===== src/hw/sea_map.vh =====
// Constants for the serial EEPROM client address front end
`ifndef SEA_MAP_VH
`define SEA_MAP_VH

// ----------------------------------------
// Device address byte fields
// ----------------------------------------
`define SEA_TYPE_MSB        7
`define SEA_TYPE_LSB        4
`define SEA_HWA_MSB         3
`define SEA_HWA_LSB         1
`define SEA_RW_BIT          0
`define SEA_TYPE_ARRAY      4'hA
`define SEA_TYPE_REGS       4'hB
`define SEA_HOST_MFG        7'h7C
`define SEA_HOST_HS_TOP     5'h01

// ----------------------------------------
// Array organisation and register sizes
// ----------------------------------------
`define SEA_PAGE_COUNT      512
`define SEA_PAGE_BYTES      64
`define SEA_SERIAL_BITS     128
`define SEA_MFG_ID_BITS     24

// ----------------------------------------
// Timing
// ----------------------------------------
`define SEA_CLK_MHZ         40
`define SEA_PUP_WAIT_US     100
`define SEA_PUP_WAIT_CYC    (`SEA_PUP_WAIT_US * `SEA_CLK_MHZ)

`endif


===== src/hw/sea_front_end.v =====
// Two-wire client front end: reset hold-off, address decode, data line drive, write gating
`timescale 1ns/100ps
`include "sea_map.vh"

module sea_front_end (
	// Clock and reset
	input  wire       clk,
	input  wire       rst_b,
	// Supply monitor
	input  wire       power_good,
	// Bus pins
	input  wire       scl_in,
	input  wire       sda_in,
	output reg        sda_out,
	output reg        sda_oe,
	// Strap and protect pins
	input  wire       hw_addr_bit0_pin,
	input  wire       hw_addr_bit1_pin,
	input  wire       hw_addr_bit2_pin,
	input  wire       wp_pin,
	// Configuration state
	input  wire       sw_protect_mode,
	input  wire       sw_protect_block,
	input  wire       config_locked,
	input  wire       config_write_req,
	// Decode results
	output reg        ready,
	output reg        sel_array,
	output reg        sel_regs,
	output reg        sel_mfg_id,
	output reg        sel_hs_mode,
	output reg        rd_not_wr,
	output reg        addr_valid,
	output reg        start_seen,
	output reg        stop_seen,
	output reg        write_allow,
	output reg        config_write_allow
);

	localparam ST_RESET = 3'h0;
	localparam ST_IDLE  = 3'h1;
	localparam ST_SHIFT = 3'h2;
	localparam ST_ACK   = 3'h3;
	localparam ST_BUSY  = 3'h4;
	localparam ST_SKIP  = 3'h5;

	// Sizes of the storage that sits behind this front end
	localparam ARRAY_BYTES = `SEA_PAGE_COUNT * `SEA_PAGE_BYTES;
	localparam SERIAL_BITS = `SEA_SERIAL_BITS;

	reg  [2:0] state_r;
	reg  [2:0] state_nxt;
	reg  [7:0] shift_r;
	reg  [3:0] bitcnt_r;
	reg        scl_d_r;
	reg        sda_d_r;
	reg        match_r;
	reg  [2:0] hwa_r;
	wire       scl_s;
	wire       sda_s;
	wire       a0_s;
	wire       a1_s;
	wire       a2_s;
	wire       wp_s;
	wire       pg_s;
	wire       pg_fail_s;

	// ----------------------------------------
	// Pin synchronisers
	// ----------------------------------------
	sea_pin_sync u_scl (.clk(clk), .rst_b(rst_b), .pin_in(scl_in),           .level_out(scl_s));
	sea_pin_sync u_sda (.clk(clk), .rst_b(rst_b), .pin_in(sda_in),           .level_out(sda_s));
	sea_pin_sync u_a0  (.clk(clk), .rst_b(rst_b), .pin_in(hw_addr_bit0_pin), .level_out(a0_s));
	sea_pin_sync u_a1  (.clk(clk), .rst_b(rst_b), .pin_in(hw_addr_bit1_pin), .level_out(a1_s));
	sea_pin_sync u_a2  (.clk(clk), .rst_b(rst_b), .pin_in(hw_addr_bit2_pin), .level_out(a2_s));
	sea_pin_sync u_wp  (.clk(clk), .rst_b(rst_b), .pin_in(wp_pin),           .level_out(wp_s));
	// Power-good runs inverted: a filter preset high then reads as supply absent
	sea_pin_sync u_pg  (.clk(clk), .rst_b(rst_b), .pin_in(~power_good),      .level_out(pg_fail_s));
	assign pg_s = ~pg_fail_s;

	// ----------------------------------------
	// Bus conditions
	// ----------------------------------------
	wire scl_rise = scl_s & ~scl_d_r;
	wire scl_fall = ~scl_s & scl_d_r;
	wire start_c  = scl_s & scl_d_r & sda_d_r & ~sda_s;
	wire stop_c   = scl_s & scl_d_r & ~sda_d_r & sda_s;

	// Decode of the completed address byte
	wire [7:0] ab      = shift_r;
	wire [3:0] ab_type = ab[`SEA_TYPE_MSB:`SEA_TYPE_LSB];
	wire       hwa_ok  = (ab[`SEA_HWA_MSB:`SEA_HWA_LSB] == hwa_r);
	wire       is_arr  = (ab_type == `SEA_TYPE_ARRAY) & hwa_ok;
	wire       is_reg  = (ab_type == `SEA_TYPE_REGS) & hwa_ok;
	wire       is_mfg  = (ab[7:1] == `SEA_HOST_MFG);
	wire       is_hs   = (ab[7:3] == `SEA_HOST_HS_TOP);
	// The HS host code is left out on purpose: it is never answered
	wire       hit     = is_arr | is_reg | is_mfg;

	// ----------------------------------------
	// Control state machine
	// ----------------------------------------
	always @* begin
		state_nxt = state_r;
		case (state_r)
			ST_RESET: begin
				if (pg_s) begin
					state_nxt = ST_IDLE;
				end
			end
			ST_IDLE: begin
				if (start_c) begin
					state_nxt = ST_SHIFT;
				end
			end
			ST_SHIFT: begin
				if (scl_fall && bitcnt_r == 4'h8) begin
					state_nxt = hit ? ST_ACK : ST_SKIP;
				end
			end
			ST_ACK: begin
				if (scl_fall) begin
					state_nxt = ST_BUSY;
				end
			end
			ST_BUSY: begin
				state_nxt = ST_BUSY;
			end
			ST_SKIP: begin
				state_nxt = ST_SKIP;
			end
			default: begin
				state_nxt = ST_RESET;
			end
		endcase
		if (state_r != ST_RESET) begin
			if (!pg_s) begin
				state_nxt = ST_RESET;
			end else if (stop_c) begin
				state_nxt = ST_IDLE;
			end else if (start_c) begin
				state_nxt = ST_SHIFT;
			end
		end
	end

	always @(posedge clk or negedge rst_b) begin
		if (!rst_b) begin
			state_r            <= ST_RESET;
			shift_r            <= 8'h00;
			bitcnt_r           <= 4'h0;
			scl_d_r            <= 1'b1;
			sda_d_r            <= 1'b1;
			match_r            <= 1'b0;
			hwa_r              <= 3'h0;
			sda_out            <= 1'b0;
			sda_oe             <= 1'b0;
			ready              <= 1'b0;
			sel_array          <= 1'b0;
			sel_regs           <= 1'b0;
			sel_mfg_id         <= 1'b0;
			sel_hs_mode        <= 1'b0;
			rd_not_wr          <= 1'b0;
			addr_valid         <= 1'b0;
			start_seen         <= 1'b0;
			stop_seen          <= 1'b0;
			write_allow        <= 1'b0;
			config_write_allow <= 1'b0;
		end else begin
			state_r    <= state_nxt;
			scl_d_r    <= scl_s;
			sda_d_r    <= sda_s;
			ready      <= (state_r != ST_RESET);
			start_seen <= start_c & (state_r != ST_RESET);
			stop_seen  <= stop_c & (state_r != ST_RESET);
			addr_valid <= 1'b0;
			// Straps read through the filter; external logic must hold them steady
			hwa_r      <= {a2_s, a1_s, a0_s};
			// Pin level ignored under software protection, configuration decides
			write_allow        <= sw_protect_mode ? ~sw_protect_block : ~wp_s;
			config_write_allow <= config_write_req & ~config_locked;
			if (start_c) begin
				shift_r    <= 8'h00;
				bitcnt_r   <= 4'h0;
				match_r    <= 1'b0;
			end else if (state_r == ST_SHIFT && scl_rise && bitcnt_r != 4'h8) begin
				shift_r  <= {shift_r[6:0], sda_s};
				bitcnt_r <= bitcnt_r + 4'h1;
			end
			if (state_r == ST_SHIFT && scl_fall && bitcnt_r == 4'h8) begin
				match_r     <= hit;
				addr_valid  <= 1'b1;
				sel_array   <= is_arr;
				sel_regs    <= is_reg;
				sel_mfg_id  <= is_mfg;
				sel_hs_mode <= is_hs;
				rd_not_wr   <= ab[`SEA_RW_BIT];
			end
			if (stop_c || state_r == ST_RESET) begin
				sel_array   <= 1'b0;
				sel_regs    <= 1'b0;
				sel_mfg_id  <= 1'b0;
				sel_hs_mode <= 1'b0;
			end
			// Pull low for acknowledge only; high level comes from the pull-up
			sda_out <= 1'b0;
			sda_oe  <= (state_nxt == ST_ACK) & pg_s;
		end
	end

endmodule // sea_front_end


===== src/hw/sea_pin_sync.v =====
// Three-stage synchroniser with agreement filter for slow pins
`timescale 1ns/100ps

module sea_pin_sync (
	// Clock and reset
	input  wire clk,
	input  wire rst_b,
	// Pin and filtered level
	input  wire pin_in,
	output reg  level_out
);

	reg s1_r;
	reg s2_r;
	reg s3_r;

	// A change counts once stages two and three agree
	always @(posedge clk or negedge rst_b) begin
		if (!rst_b) begin
			s1_r      <= 1'b1;
			s2_r      <= 1'b1;
			s3_r      <= 1'b1;
			level_out <= 1'b1;
		end else begin
			s1_r <= pin_in;
			s2_r <= s1_r;
			s3_r <= s2_r;
			if (s2_r == s3_r) begin
				level_out <= s3_r;
			end
		end
	end

endmodule // sea_pin_sync


===== config.mk =====
export PLATFORM = sky130hd
export DESIGN_NAME = sea_front_end
export DESIGN_NICKNAME = d
export VERILOG_FILES = /design/src/hw/sea_front_end.v /design/src/hw/sea_pin_sync.v
export VERILOG_INCLUDE_DIRS = /design/src /design/src/hw
export SDC_FILE = /design/constraint.sdc
export NUM_CORES = 1
export LEC_CHECK = 0
export BUFFER_PORTS_ARGS = -buffer_cell sky130_fd_sc_hd__clkbuf_2
export CAP_MARGIN = 10
export CORE_ASPECT_RATIO = 1.1
export CORE_UTILIZATION = 56
export DETAILED_ROUTE_END_ITERATION = 10
export PLACE_DENSITY = 0.83
export SYNTH_ARGS = -nofsm -noshare
export SYNTH_HDL_FRONTEND = slang
export SYNTH_SLANG_ARGS = --single-unit

===== constraint.sdc =====
create_clock -name clk -period 1.95 [get_ports clk]
set_input_delay 0.585 -clock clk [delete_from_list [all_inputs] [get_ports clk]]
set_output_delay 0.585 -clock clk [all_outputs]
set_load 0.01 [all_outputs]

==> results of run 1 <==
-- power by group through the flow --
| stage | Combinational, mW | Sequential (mW) | Clock [mW] |
|---|---|---|---|
| 2_1_floorplan | 0.0813 | 1.40 | 0 |
| 3_3_place_gp | 0.141 | 1.40 | 0 |
| 3_5_place_dp | 0.149 | 1.40 | 0 |
| 4_1_cts | 0.151 | 1.38 | 1.16 |
| 5_1_grt | 0.166 | 1.39 | 1.21 |
| 6_report | 0.148 | 1.38 | 1.13 |
-- cells by family after synthesis --
kind of cell,Yosys count,share of synthesized area [%]
adders and majority gates,9,4.24
AOI/OAI and AO/OA,17,4.75
other,1,0.167
DFF,60,68.7
and+or+nand+nor,53,13.5
xor gates and xnor gates,6,2.35
buffers and inverters,12,2.29
muxes,9,4.02
-- layout make-up --
class / instances / share of cell area [%]
clock buffer: 15 / 6.68
clock inverter: 1 / 1.14
inverter: 7 / 0.995
multi-input combinational: 95 / 24.6
sequential: 60 / 58.3
tap: 50 / 2.37
timing repair buffer: 27 / 5.88
-- routing by layer --
metal / vias up / track usage (%) / share of wire, %
li1: 629 / - / -
met1: 638 / 21.6 / 45
met2: 39 / 32.3 / 50
met3: 4 / 6.67 / 4.0
met4: 0 / 8.72 / 0.72
met5: - / 0 / 0
-- how the worst max path moves through the flow --
| stage | start | endpoint | slack (ns) | cells past startpoint |
|---|---|---|---|---|
| floorplan | bitcnt_r[0] | ab[1] | 0.30 | 8 |
| finish | bitcnt_r[0] | state_r[2] | 0.19 | 6 |
| global placement | bitcnt_r[0] | bitcnt_r[2] | 0.31 | 8 |
| global route | bitcnt_r[0] | bitcnt_r[2] | 0.05 | 8 |
| CTS | bitcnt_r[0] | bitcnt_r[2] | 0.17 | 8 |
| detailed placement | bitcnt_r[0] | bitcnt_r[2] | 0.21 | 8 |
-- synthesized netlist by cell type, types with 2 or more instances --
| cell type | instances |
|---|---|
| nand4_1 | 4 |
| inv_1 | 7 |
| and3b_1 | 2 |
| buf_2 | 2 |
| nor2_1 | 20 |
| o21ai_0 | 5 |
| clkbuf_1 | 2 |
| or2_2 | 3 |
| dfstp_2 | 30 |
| maj3_1 | 7 |
| nor2b_1 | 3 |
| nand3_1 | 3 |
| nor3_1 | 2 |
| xnor2_1 | 6 |
| ha_1 | 2 |
| a21oi_1 | 7 |
| mux2i_1 | 9 |
| nand2_1 | 6 |
| dfrtp_1 | 30 |
-- state kept, by name, summed over array words and instances, names as in the netlist, 3 cells and up --
name / flops
ab: 8
bitcnt_r: 4
hwa_r: 3
state_r: 3
-- per-stage QoR --
step | hold slack (ns) | utilization (%) | total power [mW] | worst slack [ns] | std cells
after detailed placement | 0.347 | 65.1 | 1.55 | 0.211 | 239
after CTS | 0.262 | 70.6 | 2.69 | 0.173 | 255
after global routing | 0.276 | 70.6 | 2.77 | 0.0460 | 255
final | 0.265 | 70.6 | 2.66 | 0.186 | 255
after floorplan | 0.289 | - | 1.48 | 0.304 | 167
after global placement | 0.346 | 65.1 | 1.54 | 0.311 | 239
==> run summary, run 1 <==
Share of cells above drive strength 1 - 37.6%
Most frequent cells in the layout - dfrtp_1 (30), dfstp_2 (30), clkbuf_2 (24), nor2_1 (20), clkbuf_8 (12)
Largest delay share family, worst path - simple AND/OR/NAND/NOR gates
RSZ-0062 raised after global routing - no
RR Endpoint - state_r[2]
WS Path Type - reg2reg
Synth unique cells - 36
Setup crit end kind - flop
Pwr/cell area - 1010 mW/mm²
Std cell rows - 23
CP peak stage delay - 0.40 ns
H-Tree Depth - 3
Clk_skew - 0.00952 ns
Avg Inst Size Synth - 13.4 µm²
Run status - finished, final reports clean
Clock Latency Late Sink - 0.32 ns
Cell Area, Placed - 0.00243 mm²
DR iter-0 viols - 74
Storage cell area - 0.00154 mm²
Final Hold Viols - 0
Num CTS Buffers - 9
Setup tns final - 0 ns
Final HPWL from detailed placement - 2230 µm
Hold WC Path Type - in2async
R2R setup slack - 0.19 ns
Fill count - 262
Post-Syn Nets - 182
Die ar. - 0.00426 mm²
Sw Share - 21.0%
Post-route cell area - 0.00264 mm²
Largest fanout on the critical path - 3
Ys Warns - 0
Worst R2R Path Depth - 6
Chip height - 68.3 µm
DRC Markers - 0
First-pass GRT wire length - 5880 µm
CP Launch Type - flop
Routability cong. - 0.886
I/O pin total - 26
Comb pwr share - 5.6%
Vias - 1310
Largest area contributor in the netlist - dfstp_2
Post-CTS sizing - 0
Max-Cap Viols - 0
Post-synthesis sequential area ratio - 68.7%
Initial antenna violation count - 0
F_max - 567 MHz
Reg2Reg Launch Point - bitcnt_r[0]
Final nets - 215
Initial core utilization - 59.9%
Clk buf depth - 2
CTS tree - yes
Die X - 62.3 µm
Top cells by area, synth - dfstp_2 (35%), dfrtp_1 (34%), mux2i_1 (4.0%)
CP required - 2.16 ns
Routed length per instance - 13.6 µm
Top cell type's share of synthesized area - 35.2%
Final wirelength - 3460 µm
CP max-delay cell - dfrtp_1
Overall routing resource usage - 18.8%
Setup Fix Bufs, Post-CTS - 0
Sequential share of power - 52.0%
Internal Power - 2.10 mW
Ant diodes - 0
Number of vias per cell - 5.14
Peak VDD IR - 632 µV
Total gr overflow - 0
Final period util - 90.5%
Clk sink count - 60
Leak pwr - 1.25 nW
Clk slew on worst S/H paths - 0.06 ns
WP buf/inv - 1
Detail Route Antenna Nets - 0
P&R area growth vs syn - 17.8%
Drt first pass iters - 4
Critical Path AT - 1.98 ns
CTS root buf - clkbuf_8
Sw Pwr - 0.558 mW
Final Max Tran Viols - 0
Register bit total from synthesis - 60
Largest net degree at the start of global routing - 61
Ys flop type - dfstp_2
Area of the multi-input gates - 651 µm²
Number of synthesized flops with an enable pin - 0
Vias in the first global route - 1281
Final min period - 1.76 ns
Cts hold-fix bufs - 0
Final setup violation count - 0
Synth Instances - 167
Ordered cell list for the critical path - inv_1 > ha_1 > and3b_1 > nand4_1 > or2_2 > a2111oi_2
Mapped cell area - 0.00224 mm²
Total core area - 0.00374 mm²
# port buffers - 24
Synth async-reset ratio - 100%
Clock network power share - 42.4%
(Power assumes the default switching activity.)
==> inputs of run 2 (changes only) <==
--- a/config.mk
+++ b/config.mk
@@ -14,4 +14,5 @@
 export PLACE_DENSITY = 0.83
 export SYNTH_ARGS = -nofsm -noshare
 export SYNTH_HDL_FRONTEND = slang
+export SYNTH_HIERARCHICAL = 1
 export SYNTH_SLANG_ARGS = --single-unit
==> run 2 against run 1 <==
  * Clock skew down 0.0048 ns
  * Highest routed layer unchanged
  * Routed wire length up 9.3%
  * Critical path type unchanged
  * Largest cell class unchanged
  * Clock-buffer cell count down 3
  * Combinational power up 33%
  * Final cell count up 1.6%
==> run summary, run 2 <==
Chip height - 68.8 µm (was 68.3 µm)
Post-CTS sizing - 0 (unchanged)
Pwr/cell area - 1020 mW/mm² (was 1010 mW/mm²)
Initial antenna violation count - 0 (unchanged)
Total gr overflow - 0 (unchanged)
Critical Path AT - 1.92 ns (was 1.98 ns)
CP Launch Type - flop (unchanged)
Post-synthesis sequential area ratio - 67.7% (was 68.7%)
Std cell rows - 23 (unchanged)
Ant diodes - 0 (unchanged)
Leak pwr - 1.28 nW (was 1.25 nW)
Hold_ws - 0.257 ns (was 0.265 ns)
Number of vias per cell - 5.51 (was 5.14)
RSZ-0062 raised after global routing - no (unchanged)
Final nets - 219 (was 215)
Cts hold-fix bufs - 0 (unchanged)
Final period util - 86.0% (was 90.5%)
# port buffers - 24 (unchanged)
Setup ws final - 0.273 ns (was 0.186 ns)
Clk buf depth - 2 (unchanged)
Number of flip-flops in the largest register - 8 (unchanged)
Synth async-reset ratio - 100% (unchanged)
Largest family of logic cells by synthesized area - simple AND/OR/NAND/NOR gates (unchanged)
Run status - finished, final reports clean (unchanged)
H-Tree Depth - 3 (unchanged)
Setup crit end kind - flop (unchanged)
I/O pin total - 26 (unchanged)
Compound-Gate Fraction of Synth Area - 5.78% (was 4.75%)
Internal Power - 2.09 mW (was 2.10 mW)
Total core area - 0.00377 mm² (was 0.00374 mm²)
DRC Markers - 0 (unchanged)
F_max - 596 MHz (was 567 MHz)
P&R area growth vs syn - 17.9% (was 17.8%)
Max-Cap Viols - 0 (unchanged)
Hold WC Path Type - in2async (unchanged)
Post-Syn Nets - 184 (was 182)
Clock network power share - 40.8% (was 42.4%)
Final wirelength - 3780 µm (was 3460 µm)
Detail Route Antenna Nets - 0 (unchanged)
Layout Utilization - 71.1% (was 70.6%)
Fill count - 263 (was 262)
Multiplexer share of the synthesized area - 3.96% (was 4.02%)
CTS root buf - clkbuf_8 (unchanged)
Most frequent cells in the layout - dfrtp_1 (30), dfstp_2 (30), clkbuf_2 (24), nor2_1 (13), clkbuf_8 (11) (was dfrtp_1 (30), dfstp_2 (30), clkbuf_2 (24), nor2_1 (20), clkbuf_8 (12))
Top cells by count, synth - dfrtp_1 (30), dfstp_2 (30), nor2_1 (13) (was dfrtp_1 (30), dfstp_2 (30), nor2_1 (20))
Adder-Cell Fraction of Synth Area - 4.57% (was 4.24%)
CTS tree - yes (unchanged)
Setup WS pre-CTS - 0.313 ns (was 0.211 ns)
Setup Fix Bufs, Post-CTS - 0 (unchanged)
Setup tns final - 0 ns (unchanged)
Die X - 62.8 µm (was 62.3 µm)
Clk sink count - 60 (unchanged)
Largest area contributor in the netlist - dfstp_2 (unchanged)
Clk_skew - 0.00475 ns (was 0.00952 ns)
Top cell type's share of synthesized area - 34.7% (was 35.2%)
Initial core utilization - 60.3% (was 59.9%)
Largest fanout on the critical path - 7 (was 3)
Drt first pass iters - 4 (unchanged)
DR iter-0 viols - 84 (was 74)
WS Path Type - reg2reg (unchanged)
Register bit total from synthesis - 60 (unchanged)
Overall routing resource usage - 20.3% (was 18.8%)
Synth Instances - 169 (was 167)
Die ar. - 0.00432 mm² (was 0.00426 mm²)
Vias - 1428 (was 1310)
Top cells by area, synth - dfstp_2 (35%), dfrtp_1 (33%), mux2i_1 (4.0%) (was dfstp_2 (35%), dfrtp_1 (34%), mux2i_1 (4.0%))
Ys Warns - 6 (was 0)
Final Max Tran Viols - 0 (unchanged)
Final Hold Viols - 0 (unchanged)
Share of cells above drive strength 1 - 40.7% (was 37.6%)
Sequential share of power - 51.9% (was 52.0%)
Num CTS Buffers - 9 (unchanged)
Clk slew on worst S/H paths - 0.07 ns (was 0.06 ns)
Routability cong. - 0.883 (was 0.886)
Ys flop type - dfstp_2 (unchanged)
Post-Synth Simple-Gate Area - 13.8% (was 13.5%)
Number of synthesized flops with an enable pin - 0 (unchanged)
Worst R2R Path Depth - 5 (was 6)
Avg Inst Size Synth - 13.5 µm² (was 13.4 µm²)
Clock Latency Late Sink - 0.33 ns (was 0.32 ns)
Largest net degree at the start of global routing - 61 (unchanged)
First-pass GRT wire length - 6160 µm (was 5880 µm)
Synth unique cells - 39 (was 36)
Final setup violation count - 0 (unchanged)
Final HPWL from detailed placement - 2590 µm (was 2230 µm)
Peak VDD IR - 733 µV (was 632 µV)
Sw Share - 23.1% (was 21.0%)
Mapped cell area - 0.00227 mm² (was 0.00224 mm²)
Comb pwr share - 7.2% (was 5.6%)
Vias in the first global route - 1351 (was 1281)
Final min period - 1.68 ns (was 1.76 ns)
Sw Pwr - 0.629 mW (was 0.558 mW)
Routed length per instance - 14.6 µm (was 13.6 µm)
CP required - 2.19 ns (was 2.16 ns)
Xor/xnor share of the synthesized area - 1.54% (was 2.35%)
==> run 2: path summary, 6_finish.rpt <==
check / from / end / slack (ns)
min in group clk: hw_addr_bit1_pin / u_a1/s1_r / 0.34
hold reg to reg: u_wp/s1_r / u_wp/s2_r / 0.36
setup reg to reg: scl_d_r / sel_hs_mode / 0.27
setup / recovery: scl_d_r / sel_hs_mode / 0.27
hold / removal: rst_b / state_r[2] / 0.26
max in group asynchronous: rst_b / u_wp/level_out / 1.39
==> run 2: metrics by stage <==
stage,total power [mW],area [µm²],cells
6_report,2.72,2680,259
5_1_grt,2.83,2680,259
4_1_cts,2.75,2680,259
3_5_place_dp,1.63,2480,243
3_3_place_gp,1.63,2480,243
2_1_floorplan,1.55,2270,169
==> run 2: per-layer routing <==
layer  vias up  share of wire [%]  track usage [%]  routed length [µm]
met2        52                 51             33.7                1920
met1       711                 43             22.5                1630
met4         0                2.0             16.0                  74
met5         -                  0                0                   0
met3         6                4.1             5.92                 157
li1        659                  -                -                   -
==> run 2: cell type report <==
type | instances | area [µm²] | share of cell area [%]
Clock buffer | 12 | 155 | 5.79
Clock inverter | 4 | 47.5 | 1.77
Inverter | 8 | 30.0 | 1.12
Multi-Input combinational cell | 96 | 677 | 25.2
Sequential cell | 60 | 1540 | 57.4
Tap cell | 50 | 62.6 | 2.33
Timing Repair Buffer | 29 | 170 | 6.35
==> run 2: logic make-up after synthesis <==
| family | Yosys count |
|---|---|
| fa+ha+maj | 9 |
| simple gates | 53 |
| buf+inv | 13 |
| xor+xnor | 4 |
| other cells | 1 |
| mux | 9 |
| flops | 60 |
| compound gates | 20 |
==> run 2: critical path: stages (launching register included) <==
cell and delay, ns:
dfstp_2 0.58, nor2b_1 0.25, nand3_1 0.27, inv_1 0.23, nand3_1 0.11, a21oi_1 0.16
==> run 2: power groups by stage <==
stage                     logic, mW  registers, mW  clock network (mW)
after floorplan               0.138           1.41                   0
after global placement        0.196           1.43                   0
after detailed placement      0.200           1.43                   0
after global routing          0.219           1.43                1.19
final                         0.197           1.41                1.11
after CTS                     0.199           1.41                1.14
==> inputs of run 3 (changes only) <==
--- a/config.mk
+++ b/config.mk
@@ -9,10 +9,9 @@
 export BUFFER_PORTS_ARGS = -buffer_cell sky130_fd_sc_hd__clkbuf_2
 export CAP_MARGIN = 10
 export CORE_ASPECT_RATIO = 1.1
-export CORE_UTILIZATION = 56
+export CORE_UTILIZATION = 55
 export DETAILED_ROUTE_END_ITERATION = 10
-export PLACE_DENSITY = 0.83
+export PLACE_DENSITY = 0.82
 export SYNTH_ARGS = -nofsm -noshare
 export SYNTH_HDL_FRONTEND = slang
-export SYNTH_HIERARCHICAL = 1
 export SYNTH_SLANG_ARGS = --single-unit
==> run 3 against run 2 <==
  * Sequential power hardly changed
  * Clock power is 7% lower
  * Global-route usage is 0.091 points lower
  * Largest power group unchanged
  * Non-clock buffer count stayed put
  * Total power is 5.7% lower
==> run summary, run 3 (synthesized netlist as in run 1, its figures left out) <==
Run status - finished, final reports clean (unchanged)
Setup ws final - 0.0705 ns (was 0.273 ns)
Hold_ws - 0.224 ns (was 0.257 ns)
Leak pwr - 1.25 nW (was 1.28 nW)
Largest fanout on the critical path - 7 (unchanged)
Final Non-Filler Cells - 256 (was 259)
Final HPWL from detailed placement - 2450 µm (was 2590 µm)
Clk buf depth - 2 (unchanged)
Overall routing resource usage - 20.2% (was 20.3%)
Number of vias per cell - 5.43 (was 5.51)
Clk_skew - 0.00611 ns (was 0.00475 ns)
Share of cells above drive strength 1 - 39.3% (was 40.7%)
Final Max Tran Viols - 0 (unchanged)
# port buffers - 24 (unchanged)
Initial antenna violation count - 0 (unchanged)
Drt first pass iters - 4 (unchanged)
Final period util - 96.4% (was 86.0%)
Ant diodes - 0 (unchanged)
Total gr overflow - 0 (unchanged)
Final Hold Viols - 0 (unchanged)
Rel. slew slack - 64.8%
Critical Path AT - 2.13 ns (was 1.92 ns)
CTS root buf - clkbuf_8 (unchanged)
CP required - 2.20 ns (was 2.19 ns)
Clock Latency Late Sink - 0.33 ns (about the same)
P&R area growth vs syn - 17.9% (about the same)
Die X - 62.9 µm (was 62.8 µm)
F_max - 532 MHz (was 596 MHz)
Final nets - 217 (was 219)
Clk slew on worst S/H paths - 0.06 ns (was 0.07 ns)
Total Power - 2.57 mW (was 2.72 mW)
First-pass GRT wire length - 6320 µm (was 6160 µm)
Largest net degree at the start of global routing - 28 (was 61)
DR iter-0 viols - 145 (was 84)
Final min period - 1.88 ns (was 1.68 ns)
Setup WS pre-CTS - 0.0988 ns (was 0.313 ns)
Detail Route Antenna Nets - 0 (unchanged)
Clk sink count - 60 (unchanged)
Cts hold-fix bufs - 0 (unchanged)
Routed length per instance - 14.9 µm (was 14.6 µm)
Routability cong. - 0.801 (was 0.883)
Vias - 1389 (was 1428)
Hold WC Path Type - in2async (unchanged)
Die ar. - 0.00433 mm² (was 0.00432 mm²)
Final wirelength - 3810 µm (was 3780 µm)
Max-Cap Viols - 0 (unchanged)
H-Tree Depth - 3 (unchanged)
Pwr/cell area - 972 mW/mm² (was 1020 mW/mm²)
Num CTS Buffers - 9 (unchanged)
Setup Fix Bufs, Post-CTS - 0 (unchanged)
Initial core utilization - 59.4% (was 60.3%)
DRC Markers - 0 (unchanged)
Most frequent cells in the layout - dfrtp_1 (30), dfstp_2 (30), clkbuf_2 (24), nor2_1 (20), clkbuf_8 (13) (was dfrtp_1 (30), dfstp_2 (30), clkbuf_2 (24), nor2_1 (13), clkbuf_8 (11))
Setup tns final - 0 ns (unchanged)
Chip height - 68.9 µm (was 68.8 µm)
Std cell rows - 23 (unchanged)
Peak VDD IR - 903 µV (was 733 µV)
Total core area - 0.00377 mm² (unchanged)
Vias in the first global route - 1368 (was 1351)
WS Path Type - reg2reg (unchanged)
Number of flip-flops in the largest register - 8 (unchanged)
RSZ-0062 raised after global routing - no (unchanged)
Placed Cells - 241 (was 243)
CTS tree - yes (unchanged)
Final setup violation count - 0 (unchanged)
Least-Margin Pin Slew - 0.528 ns
I/O pin total - 26 (unchanged)
CP Launch Type - flop (unchanged)
Setup crit end kind - flop (unchanged)
-- run 3: area by class of cell --
| class | instances | area, µm² |
|---|---|---|
| Sequential cell | 60 | 1540 |
| Fill cell | 263 | 1130 |
| Multi-Input combinational cell | 95 | 656 |
| Clock buffer | 14 | 183 |
| Timing Repair Buffer | 29 | 170 |
| Tap cell | 50 | 62.6 |
| Inverter | 7 | 26.3 |
| Clock inverter | 1 | 5.00 |
-- run 3: repair_timing --
| action | in CTS | in global routing |
|---|---|---|
| endpoints found under the setup margin | 0 | 9 |
| resized for setup | 0 | 1 |
| endpoints found under the hold margin | 0 | 0 |
-- run 3: metrics by stage --
stage	area, µm²	util, %
5_1_grt	2640	70.1
2_1_floorplan	2240	-
3_3_place_gp	2450	65.0
3_5_place_dp	2450	65.0
6_report	2640	70.1
4_1_cts	2640	69.9
-- run 3: path summary, 6_finish.rpt --
check | from | to | slack (ns) | depth (start not counted)
worst max-delay path | bitcnt_r[0] | bitcnt_r[3] | 0.07 | 6
worst min-delay path | rst_b | ab[4] | 0.22 | 1
worst max register to register | bitcnt_r[0] | bitcnt_r[3] | 0.07 | 6
worst min register to register | u_pg.s1_r | u_pg.s2_r | 0.35 | 0
max in group asynchronous | rst_b | u_sda.level_out | 1.06 | 2
min in group clk | hw_addr_bit1_pin | u_a1.s1_r | 0.34 | 1
-- run 3: report_power, final --
| group | internal (mW) | total, mW | switching, mW |
|---|---|---|---|
| combinational | 0.0676 | 0.155 | 0.0878 |
| sequential | 1.34 | 1.39 | 0.0465 |
| clock | 0.592 | 1.03 | 0.434 |
-- run 3: metal layers --
metal  global-route usage (%)  share of wire, %  wire [µm]
met1                     23.9                43       1650
met2                     31.7                47       1810
met3                     5.10               5.1        195
met4                     16.9               4.1        158
met5                        0                 0          0
-- run 3: critical path, stage by stage (launching register included) --
cell and delay [ns]:
dfrtp_1 0.37, inv_1 0.08, ha_1 0.19, and3b_1 0.22, nand4bb_2 0.39, or3_1 0.41
a21oi_1 0.14
